## src/pkg/stc_pkg.sv

```systemverilog
// constants and register map of the sixteen bit timer counter
// Contract
// - count 0000h to ffffh, then wrap to zero
// - wrap sets flag bit 0; enable gates interrupt
// - clock select: external rising edges or fosc/4
// - run bit set counts, cleared halts
// - divide select 11/10/01/00 gives 8/4/2/1
// - oscillator enable turns low power oscillator on
// - counter source: osc input pin or clock pin
// - oscillator enabled forces both pins to inputs
// - sync bit picks synchronised mode, ignored internally
// - first falling edge needed before rising edges count
// - prescaler before synchroniser in synchronised mode
// - sleep, synchronised: count holds, prescaler runs
// - unsynchronised mode counts in sleep, can wake
// - unsynchronised count is no capture/compare timebase
// - count byte reads always return clean bytes
// - capture/compare unit can reset the count
// - write beats capture/compare reset; reset sets no flag
// - count byte write clears the prescaler
// - reset zeroes control, flag and enable, never the count
package stc_pkg;

    // --------------------------------------------------------------
    // timing
    // --------------------------------------------------------------
    localparam int unsigned CLK_HZ    = 25_000_000;
    // oscillator periods per instruction cycle
    localparam int unsigned INSTR_DIV = 4;

    // --------------------------------------------------------------
    // register map, byte addresses on the bus
    // --------------------------------------------------------------
    localparam int unsigned ADR_W      = 8;
    localparam logic [7:0]  OFF_CTRL   = 8'h10;
    localparam logic [7:0]  OFF_CNT_LO = 8'h14;
    localparam logic [7:0]  OFF_CNT_HI = 8'h18;
    localparam logic [7:0]  OFF_FLAG   = 8'h1c;
    localparam logic [7:0]  OFF_IRQ_EN = 8'h20;

    // --------------------------------------------------------------
    // timer_control fields
    // --------------------------------------------------------------
    localparam int unsigned CTRL_RUN_BIT      = 0;
    localparam int unsigned CTRL_CS_BIT       = 1;
    localparam int unsigned CTRL_SYNC_DIS_BIT = 2;
    localparam int unsigned CTRL_OSC_EN_BIT   = 3;
    localparam int unsigned CTRL_DIV_LSB      = 4;
    localparam int unsigned CTRL_DIV_MSB      = 5;
    localparam int unsigned CTRL_W            = 6;
    localparam logic [5:0]  CTRL_RESET        = 6'h00;

    // --------------------------------------------------------------
    // flag and enable registers, count limits
    // --------------------------------------------------------------
    localparam int unsigned FLAG_WRAP_BIT = 0;
    localparam logic        FLAG_RESET    = 1'b0;
    localparam logic        IRQ_EN_RESET  = 1'b0;
    localparam logic [15:0] COUNT_ZERO    = 16'h0000;
    localparam logic [15:0] COUNT_MAX     = 16'hffff;
    localparam int unsigned PSC_W         = 3;

endpackage

```

## src/verilog/stc_prescaler.sv

```systemverilog
// input prescaler of the timer counter, divide by 1, 2, 4 or 8
module stc_prescaler #(
    parameter int unsigned PSC_W = stc_pkg::PSC_W
) (
    input  wire logic       clk_i,
    input  wire logic       rst_i,
    input  wire logic       tick_i,
    input  wire logic       clear_i,
    input  wire logic [1:0] div_sel_i,
    output logic            tick_o
);

    logic [PSC_W-1:0] cnt_q;
    logic [PSC_W-1:0] terminal;
    logic             tick_q;

    if (PSC_W < 3)
    begin : g_check
        $error("prescaler needs at least three bits for divide by eight");
    end

    // --------------------------------------------------------------
    // ripple count, terminal value follows divide select
    // --------------------------------------------------------------
    assign terminal = PSC_W'((4'h1 << div_sel_i) - 4'h1);

    always_ff @(posedge clk_i)
    begin
        if (rst_i || clear_i)
        begin
            cnt_q  <= '0;
            tick_q <= 1'b0;
        end
        else if (tick_i)
        begin
            if (cnt_q >= terminal)
            begin
                cnt_q  <= '0;
                tick_q <= 1'b1;
            end
            else
            begin
                cnt_q  <= cnt_q + PSC_W'(1);
                tick_q <= 1'b0;
            end
        end
        else
        begin
            tick_q <= 1'b0;
        end
    end

    assign tick_o = tick_q;
endmodule

```

## src/verilog/stc_timer.sv

```systemverilog
// sixteen bit timer counter with wishbone register slave
module stc_timer (
    input  wire logic                      clk_i,
    input  wire logic                      rst_i,
    input  wire logic                      wb_cyc_i,
    input  wire logic                      wb_stb_i,
    input  wire logic                      wb_we_i,
    input  wire logic [stc_pkg::ADR_W-1:0] wb_adr_i,
    input  wire logic [3:0]                wb_sel_i,
    input  wire logic [31:0]               wb_dat_i,
    output logic      [31:0]               wb_dat_o,
    output logic                           wb_ack_o,
    input  wire logic                      sleep_i,
    input  wire logic                      ccp_reset_i,
    input  wire logic [1:0]                pin_in_i,
    input  wire logic [1:0]                port_out_i,
    input  wire logic [1:0]                port_dir_i,
    output logic      [1:0]                pin_out_o,
    output logic      [1:0]                pin_oe_o,
    output logic                           osc_amp_en_o,
    output logic      [15:0]               count_o,
    output logic                           timebase_valid_o,
    output logic                           irq_o,
    output logic                           wake_o
);

    // --------------------------------------------------------------
    // state
    // --------------------------------------------------------------
    logic [stc_pkg::CTRL_W-1:0] ctrl_q;
    logic [15:0]                count_q;
    logic                       flag_q;
    logic                       en_q;
    logic                       irq_q;
    logic                       wake_q;
    logic                       timebase_q;
    logic [1:0]                 pin_out_q;
    logic [1:0]                 pin_oe_q;
    logic                       osc_amp_q;
    logic                       ack_q;
    logic [31:0]                dat_q;
    logic [1:0]                 instr_cnt_q;
    logic                       instr_tick_q;
    logic                       src_q;
    logic                       armed_q;
    logic                       sync_a_q;
    logic                       sync_b_q;

    // --------------------------------------------------------------
    // decoded controls and strobes
    // --------------------------------------------------------------
    logic        run;
    logic        cs;
    logic        sync_dis;
    logic        osc_en;
    logic [1:0]  div_sel;
    logic        req;
    logic        commit;
    logic        wr_en;
    logic        wr_ctrl;
    logic        wr_lo;
    logic        wr_hi;
    logic        wr_cnt;
    logic        wr_flag;
    logic        wr_irq_en;
    logic        src;
    logic        rise;
    logic        fall;
    logic        ext_edge;
    logic        psc_in;
    logic        psc_tick;
    logic        inc;
    logic        wrap;
    logic [31:0] rdata;

    assign run      = ctrl_q[stc_pkg::CTRL_RUN_BIT];
    assign cs       = ctrl_q[stc_pkg::CTRL_CS_BIT];
    assign sync_dis = ctrl_q[stc_pkg::CTRL_SYNC_DIS_BIT];
    assign osc_en   = ctrl_q[stc_pkg::CTRL_OSC_EN_BIT];
    assign div_sel  = ctrl_q[stc_pkg::CTRL_DIV_MSB:stc_pkg::CTRL_DIV_LSB];

    // --------------------------------------------------------------
    // wishbone slave: ack one cycle after the strobe, write at ack
    // --------------------------------------------------------------
    assign req       = wb_cyc_i && wb_stb_i;
    assign commit    = req && ack_q;
    assign wr_en     = commit && wb_we_i && wb_sel_i[0];
    assign wr_ctrl   = wr_en && (wb_adr_i == stc_pkg::OFF_CTRL);
    assign wr_lo     = wr_en && (wb_adr_i == stc_pkg::OFF_CNT_LO);
    assign wr_hi     = wr_en && (wb_adr_i == stc_pkg::OFF_CNT_HI);
    assign wr_flag   = wr_en && (wb_adr_i == stc_pkg::OFF_FLAG);
    assign wr_irq_en = wr_en && (wb_adr_i == stc_pkg::OFF_IRQ_EN);
    assign wr_cnt    = wr_lo || wr_hi;

    // count bytes come straight from one clocked register, never torn
    always_comb
    begin
        rdata = 32'h0000_0000;
        if (wb_adr_i == stc_pkg::OFF_CTRL)
        begin
            rdata[stc_pkg::CTRL_W-1:0] = ctrl_q;
        end
        else if (wb_adr_i == stc_pkg::OFF_CNT_LO)
        begin
            rdata[7:0] = count_q[7:0];
        end
        else if (wb_adr_i == stc_pkg::OFF_CNT_HI)
        begin
            rdata[7:0] = count_q[15:8];
        end
        else if (wb_adr_i == stc_pkg::OFF_FLAG)
        begin
            rdata[stc_pkg::FLAG_WRAP_BIT] = flag_q;
        end
        else if (wb_adr_i == stc_pkg::OFF_IRQ_EN)
        begin
            rdata[stc_pkg::FLAG_WRAP_BIT] = en_q;
        end
    end

    always_ff @(posedge clk_i)
    begin
        if (rst_i)
        begin
            ack_q <= 1'b0;
            dat_q <= 32'h0000_0000;
        end
        else
        begin
            ack_q <= req && !ack_q;
            if (req && !ack_q)
            begin
                dat_q <= rdata;
            end
        end
    end

    // --------------------------------------------------------------
    // control register, cleared by rst_i whenever it is asserted
    // --------------------------------------------------------------
    always_ff @(posedge clk_i)
    begin
        if (rst_i)
        begin
            ctrl_q <= stc_pkg::CTRL_RESET;
        end
        else if (wr_ctrl)
        begin
            ctrl_q <= wb_dat_i[stc_pkg::CTRL_W-1:0];
        end
    end

    // --------------------------------------------------------------
    // instruction cycle tick, a quarter of the clock
    // --------------------------------------------------------------
    always_ff @(posedge clk_i)
    begin
        if (rst_i)
        begin
            instr_cnt_q  <= 2'h0;
            instr_tick_q <= 1'b0;
        end
        else
        begin
            instr_cnt_q  <= instr_cnt_q + 2'h1;
            instr_tick_q <= (instr_cnt_q == 2'(stc_pkg::INSTR_DIV - 1));
        end
    end

    // --------------------------------------------------------------
    // external edge source and falling edge arming
    // --------------------------------------------------------------
    assign src  = osc_en ? pin_in_i[1] : pin_in_i[0];
    assign rise = src && !src_q;
    assign fall = !src && src_q;

    always_ff @(posedge clk_i)
    begin
        if (rst_i)
        begin
            src_q   <= 1'b0;
            armed_q <= 1'b0;
        end
        else
        begin
            src_q <= src;
            // re-armed from scratch each time counting restarts
            if (!run || !cs)
            begin
                armed_q <= 1'b0;
            end
            else if (fall)
            begin
                armed_q <= 1'b1;
            end
        end
    end

    assign ext_edge = run && cs && armed_q && rise;
    // the internal clock stops in sleep; external edges keep coming
    assign psc_in   = cs ? ext_edge : (run && instr_tick_q && !sleep_i);

    stc_prescaler #(
        .PSC_W     (stc_pkg::PSC_W)
    ) u_prescaler (
        .clk_i     (clk_i),
        .rst_i     (rst_i),
        .tick_i    (psc_in),
        .clear_i   (wr_cnt),
        .div_sel_i (div_sel),
        .tick_o    (psc_tick)
    );

    // --------------------------------------------------------------
    // synchroniser after the prescaler, its output ignored in sleep
    // --------------------------------------------------------------
    always_ff @(posedge clk_i)
    begin
        if (rst_i)
        begin
            sync_a_q <= 1'b0;
            sync_b_q <= 1'b0;
        end
        else
        begin
            sync_a_q <= psc_tick;
            sync_b_q <= sync_a_q;
        end
    end

    always_comb
    begin
        if (!cs || sync_dis)
        begin
            inc = run && psc_tick;
        end
        else
        begin
            inc = run && sync_b_q && !sleep_i;
        end
    end

    // --------------------------------------------------------------
    // count: write beats ccp reset beats increment; rst_i never clears it
    // --------------------------------------------------------------
    assign wrap = inc && !wr_cnt && !ccp_reset_i && (count_q == stc_pkg::COUNT_MAX);

    always_ff @(posedge clk_i)
    begin
        if (wr_lo)
        begin
            count_q[7:0] <= wb_dat_i[7:0];
        end
        else if (wr_hi)
        begin
            count_q[15:8] <= wb_dat_i[7:0];
        end
        else if (ccp_reset_i)
        begin
            count_q <= stc_pkg::COUNT_ZERO;
        end
        else if (inc)
        begin
            count_q <= count_q + 16'h0001;
        end
    end

    // --------------------------------------------------------------
    // wrap flag and interrupt; a wrap beats a clearing write
    // --------------------------------------------------------------
    always_ff @(posedge clk_i)
    begin
        if (rst_i)
        begin
            flag_q <= stc_pkg::FLAG_RESET;
            en_q   <= stc_pkg::IRQ_EN_RESET;
        end
        else
        begin
            if (wrap)
            begin
                flag_q <= 1'b1;
            end
            else if (wr_flag)
            begin
                flag_q <= wb_dat_i[stc_pkg::FLAG_WRAP_BIT];
            end
            if (wr_irq_en)
            begin
                en_q <= wb_dat_i[stc_pkg::FLAG_WRAP_BIT];
            end
        end
    end

    always_ff @(posedge clk_i)
    begin
        if (rst_i)
        begin
            irq_q      <= 1'b0;
            wake_q     <= 1'b0;
            timebase_q <= 1'b0;
        end
        else
        begin
            irq_q      <= flag_q && en_q;
            wake_q     <= flag_q && en_q && sleep_i;
            timebase_q <= run && !(cs && sync_dis);
        end
    end

    // --------------------------------------------------------------
    // pins: oscillator takes both pins over as inputs
    // --------------------------------------------------------------
    always_ff @(posedge clk_i)
    begin
        if (rst_i)
        begin
            pin_out_q <= 2'b00;
            pin_oe_q  <= 2'b00;
            osc_amp_q <= 1'b0;
        end
        else
        begin
            pin_out_q <= port_out_i;
            pin_oe_q  <= osc_en ? 2'b00 : ~port_dir_i;
            osc_amp_q <= osc_en;
        end
    end

    assign wb_dat_o         = dat_q;
    assign wb_ack_o         = ack_q;
    assign count_o          = count_q;
    assign irq_o            = irq_q;
    assign wake_o           = wake_q;
    assign timebase_valid_o = timebase_q;
    assign pin_out_o        = pin_out_q;
    assign pin_oe_o         = pin_oe_q;
    assign osc_amp_en_o     = osc_amp_q;
endmodule

```

## config.mk

```make
export PLATFORM = sky130hd
export DESIGN_NAME = stc_timer
export DESIGN_NICKNAME = d
export VERILOG_FILES = /design/src/pkg/stc_pkg.sv /design/src/verilog/stc_prescaler.sv /design/src/verilog/stc_timer.sv
export SDC_FILE = /design/constraint.sdc
export NUM_CORES = 1
export LEC_CHECK = 0
export BUFFER_PORTS_ARGS = -buffer_cell sky130_fd_sc_hd__buf_2
export CAP_MARGIN = 0
export CORE_MARGIN = 2
export CORE_UTILIZATION = 52
export DETAILED_ROUTE_END_ITERATION = 8
export PLACE_DENSITY = 0.89
export SYNTH_ARGS = -nofsm -noshare
export SYNTH_HDL_FRONTEND = slang
export SYNTH_SLANG_ARGS = --single-unit
```

## constraint.sdc

```tcl
create_clock -name clk_i -period 4.9 [get_ports clk_i]
set_input_delay 0.98 -clock clk_i [delete_from_list [all_inputs] [get_ports clk_i]]
set_output_delay 0.98 -clock clk_i [all_outputs]
set_load 0.01 [all_outputs]
```

==> reports/results.md <==
| Step | Metric | Reported |
| --- | --- | --- |
| cells and area | Filler cells | 452 |
| drt | Total routed wirelength | 6310 um |
| pwr | P per Cell Area | 267 nW/um^2 |
| cts | Quantity of gates resized following cts | 0 |
| pwr | Fraction of power consumed by sequential logic | 56.7% |
| drt | Antenna viol nets, final | 0 |
| yosys | Post-Synth Adder-Cell Area | 2.67% |
| cts | Buffers inserted during post-CTS setup optimization | 0 |
| timing | Final setup vio count | 0 |
| cts | Num CTS Buffers | 5 |
| yosys | Largest family of logic cells by synthesized area | simple AND/OR/NAND/NOR gates |
| pwr | Peak supply drop | 0.193 mV |
| global routing | Number of global-route vias before repair | 2168 |
| cts | Clock latency on the worst-skew pair | 0.32 ns |
| yosys | Top-count cell post-synth | dfxtp_1 |
| drt | # DRC | 0 |
| yosys | Number of warnings issued by yosys | 0 |
| die | Chip Height | 77.6 um |
| cts | Count of hold buffers inserted by post-cts repair | 0 |
| cts | TritonCTS clock tree | yes |
| cts | Buffers from clock root to sink, at most | 2 |
| global routing | Global-route wire length before repair | 10400 um |
| placed design | Gp weighted congestion | 0.882 |
| global routing | Congestion Overflow GR | 0 |
| yosys | Top cells by instance count after synthesis | dfxtp_1 (36), nand2_1 (33), buf_4 (26), nor2_1 (24) |
| drt | Via-to-Cell Ratio | 5.54 |
| timing | F_max | 291 MHz |
| min path | Hold endpoint | instr_cnt_q[0] |
| yosys | Sequential element share of the synthesized area | 42.7% |
| pwr | Clock Power Share | 32.2% |
| yosys | Netlist area before placement | 2820 um^2 |
| min path | Hold WC Path Type | flop to flop |
| timing | Unrepaired setup endpoints after global routing | no |
| global routing | Maximum number of pins on one net before global-route repair | 32 |
| flow run | MaxCap Viol Count | 0 |
| timing | Final worst path period need | 3.43 ns |
| yosys | Most instantiated flip-flop cell in the synthesis netlist | dfxtp_1 |
| setup path | Worst reg2reg startpoint | wb_ack_o |
| yosys | Xor-xnor portion of the synthesized cell area | 4.36% |
| cells and area | Storage cell area | 1200 um^2 |
| placed design | Half-perimeter wire length after placement | 4630 um |
| placed design | Area post-placement | 3040 um^2 |
| drt | Initial DRT Pass Iterations | 4 |
| cts | CTS H-tree lvls | 2 |
| yosys | Post-Syn Area per Cell | 9.02 um^2 |
| yosys | Share of synthesized registers carrying an async set or reset | 0% |
| status | Outcome | finished, final reports clean |
| timing | Total negative slack for setup checks | 0 ns |
| setup path | CP startpoint kind | primary input |
| setup path | Reg-to-Reg End | count_o[6] |
| die | Number of I/O pins | 114 |
| setup path | Data arrival, critical path | 3.39 ns |
| placed design | Input/output buffers | 62 |
| setup path | R2R setup slack | 2.30 ns |
| pwr | Comb power frac | 11.2% |
| cells and area | Layout cell share with drive strength beyond 1 | 23.4% |
| die | Starting density of the core | 54.4% |
| setup path | Register-to-Register Path Depth | 6 |
| min path | Min-delay src | instr_cnt_q[0] |
| cells and area | Final antenna diode count | 0 |
| timing | Slew at the pin closest to its max-slew limit | 0.756 ns |
| setup path | Crit path required time | 4.86 ns |
| setup path | Type of the worst setup path | primary input to flop |
| cells and area | Finished Cell Area | 3140 um^2 |
| die | DIE AREA | 6020 um^2 |
| timing | Min setup slack post-route | 1.47 ns |
| global routing | Number of antenna violations at the first check in global routing | 0 |
| pwr | Leakage power of the design | 1.30 nW |
| drt | Detailed-route wire length per cell | 14.4 um |
| yosys | Flops & latches, synth | 52 |
| timing | Fin crit share | 70.1% |
| cells and area | Multi-input gate area | 1410 um^2 |
| yosys | Share of the synthesized area in the top cell type | 25.6% |
| placed design | Placement-stage worst setup slack | 1.20 ns |
| yosys | Number of distinct library cell variants in the gate-level netlist after synthesis | 49 |
| yosys | Synthesized-area fraction occupied by and/or/nand/nor cells | 24.3% |
| cts | Clock-pin transition on the worst setup and hold timing paths | 0.10 ns |
| pwr | Switching component of the power | 0.000235 W |
| min path | Worst hold path stage count | 1 |
| die | Die boundary width | 77.6 um |
| yosys | Cell taking the most area after synthesis | dfxtp_1 |
| yosys | Multiplexer share of the synthesized area | 1.78% |
| yosys | Synthesized instance count | 312 |
| timing | Slew Limit Fails | 0 |
| drt | Number of design-rule violations left by the first detailed-router iteration | 227 |
| yosys | Number of enable-type register cells in the synthesized netlist | 16 |
| pwr | Switching power as a share of total power | 28.1% |
| cts | Clock sink count | 52 |
| timing | Worst clock skew on the final layout | 0.00640 ns |
| timing | Worst slew margin | 49.4% |
| timing | Fin. Hold Viols | 0 |
| drt | Total via count after detailed routing | 2426 |
| cells and area | Net total in the final layout | 430 |
| yosys | Synthesized-area fraction occupied by ao, oa, aoi and oai cells | 13.9% |
| setup path | Maximum net fanout on the critical path | 18 |
| pwr | Internal Power | 0.000602 W |
| die | Standard-cell row count | 26 |
| global routing | Total routing resource utilization after global routing | 21.4% |
| die | Area of the core region | 5170 um^2 |
| yosys | Largest cells by area after synthesis | dfxtp_1 (26%), edfxtp_1 (17%), buf_4 (6.9%) |
| setup path | CP endpoint kind | flop |
| cells and area | Synthesis-to-finish area growth | 11.6% |
| cts | CTS root buffer | clkbuf_8 |
## sequential cells by signal, summed over array words and instances, names as in the netlist, 2 cells and up
register and count:
ctrl_q 6, instr_cnt_q 2, count_o 16, u_prescaler.cnt_q 3, pin_oe_o 2, wb_dat_o 8, pin_out_o 2
## per-stage QoR
step	hold slack [ns]	cells	util, %	power, W
after floorplan	0.399	335	-	0.000551
after global placement	0.407	430	58.9	0.000573
after detailed placement	0.416	430	58.9	0.000576
after CTS	0.431	438	60.7	0.000836
after global routing	0.443	438	60.7	0.000870
final	0.432	438	60.7	0.000837
## layer usage
layer / part of all wire (%) / track usage (%)
met1: 42 / 29.7
met2: 48 / 34.5
met3: 9.6 / 5.00
met4: 0.97 / 3.57
met5: 0 / 0
## worst max-delay path: stages
cell	delay [ns]
buf_2	0.12
or4_4	0.57
nor4_2	0.24
buf_4	0.21
and2_1	0.55
nor3_1	0.11
nor2_1	0.60
## final cells by class
cell class                 instances  share of cell area (%)
timing repair buffer              63                    10.1
inverter                           7                   0.836
tap                               70                    2.79
multi-input combinational        238                    44.9
clock inverter                     3                   0.916
sequential                        52                    38.2
clock buffer                       5                    2.19
## power groups by stage
stage / logic, W / clock network, W / registers (W)
2_1_floorplan: 0.0000674 / 0 / 0.000484
3_3_place_gp: 0.0000899 / 0 / 0.000483
3_5_place_dp: 0.0000922 / 0 / 0.000483
4_1_cts: 0.0000927 / 0.000270 / 0.000474
5_1_grt: 0.000103 / 0.000291 / 0.000476
6_report: 0.0000935 / 0.000269 / 0.000475
## kinds of logic after synthesis
logic type               after synthesis
AND/OR/NAND/NOR                      131
flip-flops                            52
AO/OA/AOI/OAI                         58
other                                  1
buffers and inverters                 45
adder cells (fa/ha/maj)                6
multiplexers                           5
XOR/XNOR                              14
## layout by cell type, fill, tap and decap left out, drive strengths merged, types with 3 or more instances in the layout
master	synthesis	final
edfxtp	16	16
nand2b	6	6
dfxtp	36	36
nand4	3	3
a22oi	7	7
or4	3	3
nor2b	10	10
ha	6	6
buf	29	63
mux2i	5	5
o21ai	17	17
a21o	8	8
conb	1	24
nand2	33	33
xor2	5	5
o41ai	3	3
a21oi	17	17
nor2	25	25
clkbuf	9	5
or2	4	4
nand3	14	14
nor3	17	17
and2	3	3
inv	7	10
xnor2	9	9
## worst max path at each step
stage,startpoint,endpoint,cells after the start
floorplan,wb_adr_i[1],count_o[10],6
global placement,wb_adr_i[1],count_o[7],7
detailed placement,wb_adr_i[1],count_o[0],7
CTS,wb_adr_i[1],count_o[6],7
global route,wb_adr_i[1],count_o[6],7
finish,wb_adr_i[1],count_o[6],7
No activity file was read; power rests on OpenSTA's default activity.
